`src/verilog/ext_op_pkg.sv`:
```
// Purpose: shared constants and types of the extended-op decode/execute block
// Assumes: 8-bit core, 16-bit instruction words, four clock phases per instruction cycle
// Notes:   every opcode and phase code, and the enable, pointer and pc reset values, are named here once
package ext_op_pkg;

  localparam int          PTR_W       = 12;
  localparam int          PC_W        = 21;
  localparam int          NUM_PTR     = 3;
  localparam int          NUM_EXT_OPS = 8;

  // opcode high bytes and fixed words
  localparam logic [7:0]  OPC_PTR_ADD = 8'he8;
  localparam logic [7:0]  OPC_PTR_SUB = 8'he9;
  localparam logic [7:0]  OPC_PUSH    = 8'hea;
  localparam logic [7:0]  OPC_MOVE    = 8'heb;
  localparam logic [15:0] OPC_CALL_WK = 16'h0014;
  localparam logic [3:0]  OPC_SECOND  = 4'hf;

  // selector value naming the stack pointer, and its pointer index
  localparam logic [1:0]  SEL_STACK   = 2'h3;
  localparam logic [1:0]  STACK_IDX   = 2'h2;

  // highest file address remapped to stack-relative access
  localparam logic [7:0]  INDEX_LIMIT = 8'h5f;

  // quarter-cycle phase codes
  localparam logic [1:0]  Q1          = 2'h0;
  localparam logic [1:0]  Q2          = 2'h1;
  localparam logic [1:0]  Q3          = 2'h2;
  localparam logic [1:0]  Q4          = 2'h3;

  // reset values
  localparam logic              ENABLE_RESET = 1'b1;
  localparam logic [PTR_W-1:0]  PTR_RESET    = 12'h000;
  localparam logic [PC_W-1:0]   PC_RESET     = 21'h000000;

  typedef enum logic [3:0]
  {
    OP_NONE          = 4'h0,
    OP_PTR_ADD       = 4'h1,
    OP_PTR_SUB       = 4'h2,
    OP_STACK_ADD_RET = 4'h3,
    OP_STACK_SUB_RET = 4'h4,
    OP_CALL_WK       = 4'h5,
    OP_PUSH          = 4'h6,
    OP_MOVE_ABS      = 4'h7,
    OP_MOVE_IDX      = 4'h8
  } op_t;

  typedef enum logic [2:0]
  {
    ST_FIRST = 3'h1,
    ST_IDLE2 = 3'h2,
    ST_WORD2 = 3'h4
  } state_t;

endpackage : ext_op_pkg

```
`src/verilog/ext_dec_if.sv`:
```
// Purpose: carries decoded fields from the decoder to the executer
// Assumes: decoder is purely combinational
// Notes:   fields are meaningful only in the phase the word is presented
interface ext_dec_if;
  ext_op_pkg::op_t op;
  logic [7:0]      lit;   // operand byte; selector and offsets are slices of it

  modport dec (output op, output lit);
  modport exe (input op, input lit);
endinterface : ext_dec_if

```
`src/verilog/ext_op_decoder.sv`:
```
// Purpose: classify one instruction word into an extended operation
// Assumes: word is stable while presented
// Notes:   disabled extension yields no operation at all
module ext_op_decoder
(
  input  wire logic [15:0] i_instr_word,
  input  wire logic        i_ext_enable,
  ext_dec_if.dec           d
);

  // opcode classification, the eight extra instructions
  always_comb
  begin
    d.op   = ext_op_pkg::OP_NONE;
    d.lit  = i_instr_word[7:0];
    if (i_ext_enable)
    begin
      case (i_instr_word[15:8])
        ext_op_pkg::OPC_PTR_ADD:
          d.op = (i_instr_word[7:6] == ext_op_pkg::SEL_STACK) ?
                 ext_op_pkg::OP_STACK_ADD_RET : ext_op_pkg::OP_PTR_ADD;
        ext_op_pkg::OPC_PTR_SUB:
          d.op = (i_instr_word[7:6] == ext_op_pkg::SEL_STACK) ?
                 ext_op_pkg::OP_STACK_SUB_RET : ext_op_pkg::OP_PTR_SUB;
        ext_op_pkg::OPC_PUSH:
          d.op = ext_op_pkg::OP_PUSH;
        ext_op_pkg::OPC_MOVE:
          d.op = i_instr_word[7] ? ext_op_pkg::OP_MOVE_IDX : ext_op_pkg::OP_MOVE_ABS;
        default:
          // call via working register; a lone 1111 word stays a no-op
          if (i_instr_word == ext_op_pkg::OPC_CALL_WK)
            d.op = ext_op_pkg::OP_CALL_WK;
      endcase
    end
  end

endmodule : ext_op_decoder

```
`src/verilog/ext_op_exec.sv`:
```
// Purpose: execute the extended instructions on the core's four-phase cycle
// Assumes: core presents a word in Q1 with i_instr_valid; memory read data same cycle
// Notes:   block owns the three indirect pointers; core owns pc and return stack

module ext_op_exec
#(
  parameter int PTR_W = ext_op_pkg::PTR_W,
  parameter int PC_W  = ext_op_pkg::PC_W
)
(
  input  wire logic                 i_clock,
  input  wire logic                 i_arst_n,
  input  wire logic                 i_ext_enable_cfg,
  input  wire logic [15:0]          i_instr_word,
  input  wire logic                 i_instr_valid,
  input  wire logic [7:0]           i_working_register,
  input  wire logic [7:0]           i_pc_high_latch,
  input  wire logic [4:0]           i_pc_upper_latch,
  input  wire logic [PC_W-1:0]      i_return_stack_top,
  input  wire logic [7:0]           i_mem_rdata,
  input  wire logic                 i_std_access_bit,
  input  wire logic [7:0]           i_std_file_addr,
  output logic [1:0]                o_q_phase,
  output logic                      o_stall,
  output logic                      o_ext_enabled,
  output logic [2:0][PTR_W-1:0]     o_indirect_pointer,
  output logic                      o_mem_re,
  output logic [PTR_W-1:0]          o_mem_raddr,
  output logic                      o_mem_we,
  output logic [PTR_W-1:0]          o_mem_waddr,
  output logic [7:0]                o_mem_wdata,
  output logic                      o_pc_load,
  output logic [PC_W-1:0]           o_pc_value,
  output logic                      o_push_pc,
  output logic                      o_use_indexed,
  output logic [PTR_W-1:0]          o_indexed_addr
);

  logic [1:0]                q_r;
  logic                      en_r;
  logic                      caught_r;
  ext_op_pkg::state_t        state_r;
  ext_op_pkg::op_t           op_r;
  logic [15:0]               ir_r;
  logic [15:0]               ir2_r;
  logic [7:0]                lit_r;
  logic [7:0]                move_data_r;
  logic [PTR_W-1:0]          sum_r;
  logic [PTR_W-1:0]          sum_nxt;
  logic [1:0]                wsel_r;
  logic [1:0]                wsel_nxt;
  logic                      wr_ptr_r;
  logic                      wr_ptr_nxt;
  logic [PTR_W-1:0]          ptr_r [ext_op_pkg::NUM_PTR];
  logic                      first;
  logic                      is_move;
  logic                      is_ret;

  ext_dec_if u_dec_if ();

  ext_op_decoder u_dec
  (
    .i_instr_word (i_instr_word),
    .i_ext_enable (en_r),
    .d            (u_dec_if)
  );

  assign first   = (state_r == ext_op_pkg::ST_FIRST);
  assign is_move = (op_r == ext_op_pkg::OP_MOVE_ABS) || (op_r == ext_op_pkg::OP_MOVE_IDX);
  assign is_ret  = (op_r == ext_op_pkg::OP_STACK_ADD_RET) ||
                   (op_r == ext_op_pkg::OP_STACK_SUB_RET);

  // free-running quarter-cycle counter
  always_ff @(posedge i_clock or negedge i_arst_n)
    if (!i_arst_n)
      q_r <= ext_op_pkg::Q1;
    else
      q_r <= q_r + 2'h1;

  always_ff @(posedge i_clock or negedge i_arst_n)
    if (!i_arst_n)
    begin
      en_r     <= ext_op_pkg::ENABLE_RESET;
      caught_r <= 1'b0;
    end
    else if (!caught_r)
    begin
      en_r     <= i_ext_enable_cfg;
      caught_r <= 1'b1;
    end

  // decode latched at end of Q1, literal at end of Q2
  always_ff @(posedge i_clock or negedge i_arst_n)
    if (!i_arst_n)
    begin
      op_r  <= ext_op_pkg::OP_NONE;
      ir_r  <= 16'h0000;
      ir2_r <= 16'h0000;
      lit_r <= 8'h00;
    end
    else if (q_r == ext_op_pkg::Q1)
    begin
      if (first && i_instr_valid)
      begin
        op_r <= u_dec_if.op;
        ir_r <= {i_instr_word[15:8], u_dec_if.lit};
      end
      else if (state_r == ext_op_pkg::ST_WORD2)
        ir2_r <= i_instr_word;   // second word consumed, never decoded
      else
        op_r <= ext_op_pkg::OP_NONE;   // idle second cycle
    end
    else if (q_r == ext_op_pkg::Q2)
      lit_r <= (op_r == ext_op_pkg::OP_PUSH) ? ir_r[7:0] : {2'h0, ir_r[5:0]};

  // two-cycle ops hold off the next fetch for one cycle
  always_ff @(posedge i_clock or negedge i_arst_n)
    if (!i_arst_n)
      state_r <= ext_op_pkg::ST_FIRST;
    else if (q_r == ext_op_pkg::Q4)
    begin
      case (state_r)
        ext_op_pkg::ST_FIRST:
          if (is_move)
            state_r <= ext_op_pkg::ST_WORD2;
          else if (is_ret || op_r == ext_op_pkg::OP_CALL_WK)
            state_r <= ext_op_pkg::ST_IDLE2;
        default:
          state_r <= ext_op_pkg::ST_FIRST;
      endcase
    end

  // Q3 arithmetic on the selected pointer; no status flags exist here
  always_comb
  begin
    sum_nxt    = ptr_r[ext_op_pkg::STACK_IDX];
    wsel_nxt   = ext_op_pkg::STACK_IDX;
    wr_ptr_nxt = first;
    case (op_r)
      ext_op_pkg::OP_PTR_ADD:
      begin
        sum_nxt  = ptr_r[ir_r[7:6]] + {4'h0, lit_r};
        wsel_nxt = ir_r[7:6];
      end
      ext_op_pkg::OP_PTR_SUB:
      begin
        sum_nxt  = ptr_r[ir_r[7:6]] - {4'h0, lit_r};
        wsel_nxt = ir_r[7:6];
      end
      ext_op_pkg::OP_STACK_ADD_RET:
        sum_nxt = ptr_r[ext_op_pkg::STACK_IDX] + {4'h0, lit_r};
      ext_op_pkg::OP_STACK_SUB_RET:
        sum_nxt = ptr_r[ext_op_pkg::STACK_IDX] - {4'h0, lit_r};
      ext_op_pkg::OP_PUSH:
        sum_nxt = ptr_r[ext_op_pkg::STACK_IDX] - 12'h001;
      default:
        wr_ptr_nxt = 1'b0;
    endcase
  end

  always_ff @(posedge i_clock or negedge i_arst_n)
    if (!i_arst_n)
    begin
      sum_r    <= ext_op_pkg::PTR_RESET;
      wsel_r   <= 2'h0;
      wr_ptr_r <= 1'b0;
    end
    else if (q_r == ext_op_pkg::Q3)
    begin
      sum_r    <= sum_nxt;
      wsel_r   <= wsel_nxt;
      wr_ptr_r <= wr_ptr_nxt;
    end

  // pointer written at end of Q4, one register per pointer
  for (genvar g = 0; g < ext_op_pkg::NUM_PTR; g++)
  begin : g_ptr
    always_ff @(posedge i_clock or negedge i_arst_n)
      if (!i_arst_n)
        ptr_r[g] <= ext_op_pkg::PTR_RESET;
      else if (q_r == ext_op_pkg::Q4 && wr_ptr_r && wsel_r == 2'(g))
        ptr_r[g] <= sum_r;
    assign o_indirect_pointer[g] = ptr_r[g];
  end

  // source read in Q3 of first cycle, data kept for second
  always_ff @(posedge i_clock or negedge i_arst_n)
    if (!i_arst_n)
    begin
      o_mem_re    <= 1'b0;
      o_mem_raddr <= ext_op_pkg::PTR_RESET;
      move_data_r <= 8'h00;
    end
    else
    begin
      o_mem_re <= (q_r == ext_op_pkg::Q2) && first && is_move;
      if (q_r == ext_op_pkg::Q2)
        o_mem_raddr <= ptr_r[ext_op_pkg::STACK_IDX] + {5'h00, ir_r[6:0]};
      if (o_mem_re)
        move_data_r <= i_mem_rdata;
    end

  // store strobe lives in Q4: push in first cycle, move in second
  always_ff @(posedge i_clock or negedge i_arst_n)
    if (!i_arst_n)
    begin
      o_mem_we    <= 1'b0;
      o_mem_waddr <= ext_op_pkg::PTR_RESET;
      o_mem_wdata <= 8'h00;
    end
    else
    begin
      o_mem_we <= 1'b0;
      if (q_r == ext_op_pkg::Q3)
      begin
        if (first && op_r == ext_op_pkg::OP_PUSH)
        begin
          o_mem_we    <= 1'b1;
          o_mem_waddr <= ptr_r[ext_op_pkg::STACK_IDX];
          o_mem_wdata <= lit_r;
        end
        else if (state_r == ext_op_pkg::ST_WORD2 && is_move)
        begin
          o_mem_we    <= 1'b1;
          o_mem_wdata <= move_data_r;
          o_mem_waddr <= (op_r == ext_op_pkg::OP_MOVE_ABS) ? ir2_r[11:0] :
                         ptr_r[ext_op_pkg::STACK_IDX] + {5'h00, ir2_r[6:0]};
        end
      end
    end

  // pc loaded in Q1 of the idle cycle, after the pointer write
  always_ff @(posedge i_clock or negedge i_arst_n)
    if (!i_arst_n)
    begin
      o_pc_load  <= 1'b0;
      o_push_pc  <= 1'b0;
      o_pc_value <= ext_op_pkg::PC_RESET;
    end
    else
    begin
      o_push_pc <= (q_r == ext_op_pkg::Q3) && first && op_r == ext_op_pkg::OP_CALL_WK;
      o_pc_load <= (q_r == ext_op_pkg::Q4) && first && (is_ret || op_r == ext_op_pkg::OP_CALL_WK);
      if (q_r == ext_op_pkg::Q4)
        o_pc_value <= (op_r == ext_op_pkg::OP_CALL_WK) ?
                      {i_pc_upper_latch, i_pc_high_latch, i_working_register} :
                      i_return_stack_top;
    end

  assign o_use_indexed  = en_r && !i_std_access_bit && (i_std_file_addr <= ext_op_pkg::INDEX_LIMIT);
  assign o_indexed_addr = ptr_r[ext_op_pkg::STACK_IDX] + {4'h0, i_std_file_addr};
  assign o_q_phase      = q_r;
  assign o_stall        = !first;
  assign o_ext_enabled  = en_r;
endmodule : ext_op_exec

```
`config.mk`:
```
export PLATFORM = sky130hd
export DESIGN_NAME = ext_op_exec
export DESIGN_NICKNAME = d
export VERILOG_FILES = /design/src/verilog/ext_op_pkg.sv /design/src/verilog/ext_dec_if.sv /design/src/verilog/ext_op_decoder.sv /design/src/verilog/ext_op_exec.sv
export SDC_FILE = /design/constraint.sdc
export NUM_CORES = 1
export LEC_CHECK = 0
export ABC_AREA = 1
export ABC_CLOCK_PERIOD_IN_PS = 4910
export BUFFER_PORTS_ARGS = -buffer_cell sky130_fd_sc_hd__buf_2
export CAP_MARGIN = 5
export CORE_MARGIN = 10
export CORE_UTILIZATION = 40
export CTS_CLUSTER_DIAMETER = 100
export DETAILED_ROUTE_END_ITERATION = 8
export PLACE_DENSITY_LB_ADDON = 0.3
export SYNTH_ARGS = -nofsm -noshare
export SYNTH_HDL_FRONTEND = slang
export SYNTH_SLANG_ARGS = --single-unit
```
`constraint.sdc`:
```
create_clock -name i_clock -period 4.91 [get_ports i_clock]
set_clock_uncertainty 0.15 [all_clocks]
set_input_delay 0.491 -clock i_clock [delete_from_list [all_inputs] [get_ports i_clock]]
set_output_delay 0.491 -clock i_clock [all_outputs]
set_load 0.1 [all_outputs]
```
==> metrics.csv <==
stage,metric,value,unit
run_status,outcome,"finished, final reports clean",
synth,sequential fraction of the synthesis area,0.403,
cts,clk root buf,clkbuf_16,
sta,setup slack after layout,944,ps
sta,final setup violation count,0,
power,Internal,0.00260,W
cts,Post-CTS Setup Repair Bufs,0,
final_layout,Syn-to-layout area delta,19.0,%
worst_setup_path,Worst Setup Path Type,flop to primary output,
global_route,M2 GR Usage,0.339,
power,register share of total power,0.327,
sta,Final period util,0.808,
synth,syn nets,1428,
synth,Yosys top cell by area,dfrtp_1,
die,Die Y,175,um
place,DP Area,10900,sq um
power,switch share,0.430,
sta,Slew Limit Fails,0,
die,Die W,175,um
cts,maximum buffer depth of the clock tree,2,
worst_setup_path,launching point of the worst reg2reg path,ir_r[6],
sta,fin crit period,3970,ps
worst_setup_path,cells on worst reg2reg path,16,
power,P_leak,6.09,nW
cts,H-tree depth,4,
synth,cells after synthesis,1293,
routing,via count,9518,
power,Gate power share,0.381,
power,Max VDD drop,0.269,mV
synth,main flop type after synthesis,dfrtp_1,
worst_setup_path,"Cell Chain, Critical Path","inv_1, fa_1, o21ai_0, a21boi_0, o21ai_0, nand2_1, xor2_1, buf_2",
worst_setup_path,FF-to-FF End,sum_r[6],
synth,post-synth top area share,0.397,
final_layout,layout cells sized above 1,0.178,
die,Ports,189,
routing,total wire length,32.4,mm
hold_path,hold path endpoint,move_data_r[7],
place,routability cong.,0.989,
power,"Power, Total",0.00456,W
worst_setup_path,Max stage delay on crit path,630,ps
die,# rows,56,
final_layout,fill count,2382,
final_layout,nets@finish,1602,
global_route,M3 GR Usage,0.0377,
cts,Worst-path clk slew,70,ps
sta,Hold WS,144,ps
routing,DRC,0,
power,Clock power frac,0.292,
worst_setup_path,worst-path fanout max,10,
routing,number of detailed-route iterations in the first pass,5,
sta,Worst Tran Pin Value,852,ps
final_layout,total inserted antenna cells,0,
place,# port buffers,188,
hold_path,Hold Path Stages,2,
worst_setup_path,critical path data arrival time,3320,ps
worst_setup_path,CP max-delay cell,dfrtp_1,
job,Max-Cap Viols,0,
sta,Final Hold Viols,0,
place,DP Wirelength,24.9,mm
global_route,met1 Use GR,0.273,
routing,ANT nets after route,0,
final_layout,design area,11500,sq um
sta,setup TNS,0,ps
die,die area,30700,sq um
routing,WL/cell,18.0,um
worst_setup_path,Worst path most repeated cell,o21ai_0,
global_route,total grt overflow,0,
routing,vias per cell,5.29,
worst_setup_path,CP top delay family,compound AO/OA/AOI/OAI gates,
global_route,first-pass GRT wire length,50.7,mm
worst_setup_path,R2R setup slack,1640,ps
sta,f_max,252,MHz
power,Net Sw Power,0.00196,W
synth,yosys warns,0,
synth,Post-synth ARST share,1.00,
global_route,busiest grt layer,met2,
cts,Sink Count,155,
routing,1st-iter DRT viols,806,
die,Core Area,23600,sq um
place,Placement Setup Slack,1390,ps
power,P per Cell Area,398,nW/um^2
die,Initial Util,0.408,
cts,total CTS buffers,17,
global_route,initial antenna violation count,0,
synth,#FFs+latches synth,155,
cts,Resized Gates After CTS,0,
synth,syn_area_per_cell,7.45,sq um
cts,Worst-Skew Late Latency,420,ps
synth,synth unique cells,49,
synth,mapped cell area,9640,sq um
global_route,largest net degree at the start of global routing,59,
cts,CTS hold repair buffers,1,
synth,top cells by area in the synthesized netlist,"dfrtp_1 (40%), nand2_1 (14%), o21ai_0 (7.1%)",
cts,CTS tree,yes,
global_route,vias in the first global route,9151,
sta,Slew headroom,0.430,
worst_setup_path,Buf/Inv on CP,2,
hold_path,hold wc startpoint,i_mem_rdata[7],
worst_setup_path,Crit path required time,4270,ps
sta,RSZ-0062 raised after global routing,no,
global_route,All-Layer GR Usage,0.207,
worst_setup_path,crit start category,flop,
worst_setup_path,Critical Path End Type,primary output,
synth,number of synthesized flops with an enable pin,0,
hold_path,worst hold path type,primary input to flop,
sequential cells by signal (all words and copies together), names as in the netlist, 3 cells and up:
register            flops
state_r                 3
o_mem_wdata             8
lit_r                   8
o_pc_value             21
ir_r                    8
o_indirect_pointer     36
o_mem_raddr            12
ir2_r                  12
o_mem_waddr            12
sum_r                  12
move_data_r             8
op_r                    4
layout by cell type, fill, tap and decap left out, types with 2 or more instances in the layout:
master,instances
nand4_1,16
ha_1,51
o22ai_1,10
o22a_1,4
inv_6,3
a31oi_2,4
inv_2,4
nand3b_1,6
o221ai_1,2
dfstp_2,2
o21bai_1,6
or2_2,3
a21o_1,5
fa_1,5
nand3_1,71
o21ai_0,137
clkinv_4,3
a22oi_1,2
a31oi_1,9
nor4_1,5
nand2_1,347
xnor2_1,7
a21oi_1,99
buf_2,187
nor2_1,118
inv_1,133
nand2_4,2
buf_4,7
dfrtp_1,153
o211ai_1,7
nor2_4,2
mux2_2,9
clkbuf_16,17
nand2_2,5
xor2_1,14
inv_8,4
clkinv_2,2
power groups by stage:
stage | clock network, W | registers (W) | logic (W)
after detailed placement | 0 | 0.00151 | 0.00172
after global placement | 0 | 0.00151 | 0.00170
final | 0.00133 | 0.00149 | 0.00174
after floorplan | 0 | 0.00173 | 0.00103
after CTS | 0.00135 | 0.00149 | 0.00172
after global routing | 0.00141 | 0.00150 | 0.00192
cell type report:
class	count	area, sq um	area share
clock buffer	18	439	0.0383
clock inverter	14	154	0.0134
inverter	138	520	0.0454
multi-input combinational	959	5060	0.442
sequential	155	3880	0.338
tap	319	399	0.0348
timing repair buffer	196	1010	0.0881
logic make-up (layout without fill, tap and decap cells):
family | Yosys count | after routing | synth area share
flops | 155 | 155 | 0.403
fa+ha+maj | 56 | 56 | 0.0766
xor+xnor | 21 | 21 | 0.0191
mux | 9 | 9 | 0.0105
compound gates | 293 | 293 | 0.168
buf+inv | 179 | 366 | 0.0725
simple gates | 579 | 579 | 0.250
other cells | 1 | 1 | 0.000389
worst reg2reg max path, delay by kind of cell, from the launching register on:
kind	cells	cell delay, ps
adders and majority gates	2	460
and+or+nand+nor	6	660
AOI/OAI and AO/OA	4	720
DFF	1	360
buffers and inverters	4	800
worst max path at each step:
| stage | from | endpoint | slack (ps) | depth (start not counted) |
|---|---|---|---|---|
| 6_report | o_indirect_pointer[25] | o_indexed_addr[10] | 940 | 8 |
| 3_3_place_gp | o_indirect_pointer[25] | o_indexed_addr[10] | 1430 | 8 |
| 2_1_floorplan | o_indirect_pointer[25] | o_indexed_addr[10] | 210 | 7 |
| 4_1_cts | o_indirect_pointer[25] | o_indexed_addr[10] | 930 | 8 |
| 5_1_grt | o_indirect_pointer[25] | o_indexed_addr[10] | 710 | 8 |
| 3_5_place_dp | o_indirect_pointer[25] | o_indexed_addr[10] | 1390 | 8 |
per-stage QoR:
step           cells  utilization
6_report        1799        0.486
3_5_place_dp    1766        0.460
2_1_floorplan   1293            -
3_3_place_gp    1766        0.460
4_1_cts         1799        0.486
5_1_grt         1799        0.486
per-layer routing:
metal	part of all wire	routed length, um	up-vias
met2	0.47	15400	326
li1	-	-	4627
met5	0	0	-
met1	0.44	14100	4511
met3	0.067	2190	54
met4	0.022	719	0
cells in the mapped netlist (all sizes together) (3+ instances only):
cell type	n
nor2	121
o22ai	10
or2	3
a21o	5
nand3	71
o22a	4
nand3b	6
xnor2	7
dfrtp	153
nand4	16
o211ai	7
fa	5
clkbuf	27
o21ai	138
nor3	3
ha	51
nand2	354
o21bai	6
mux2	9
nor4	5
a31oi	13
buf	14
a21oi	99
xor2	14
inv	138
Power figures use the tool's default switching activity.
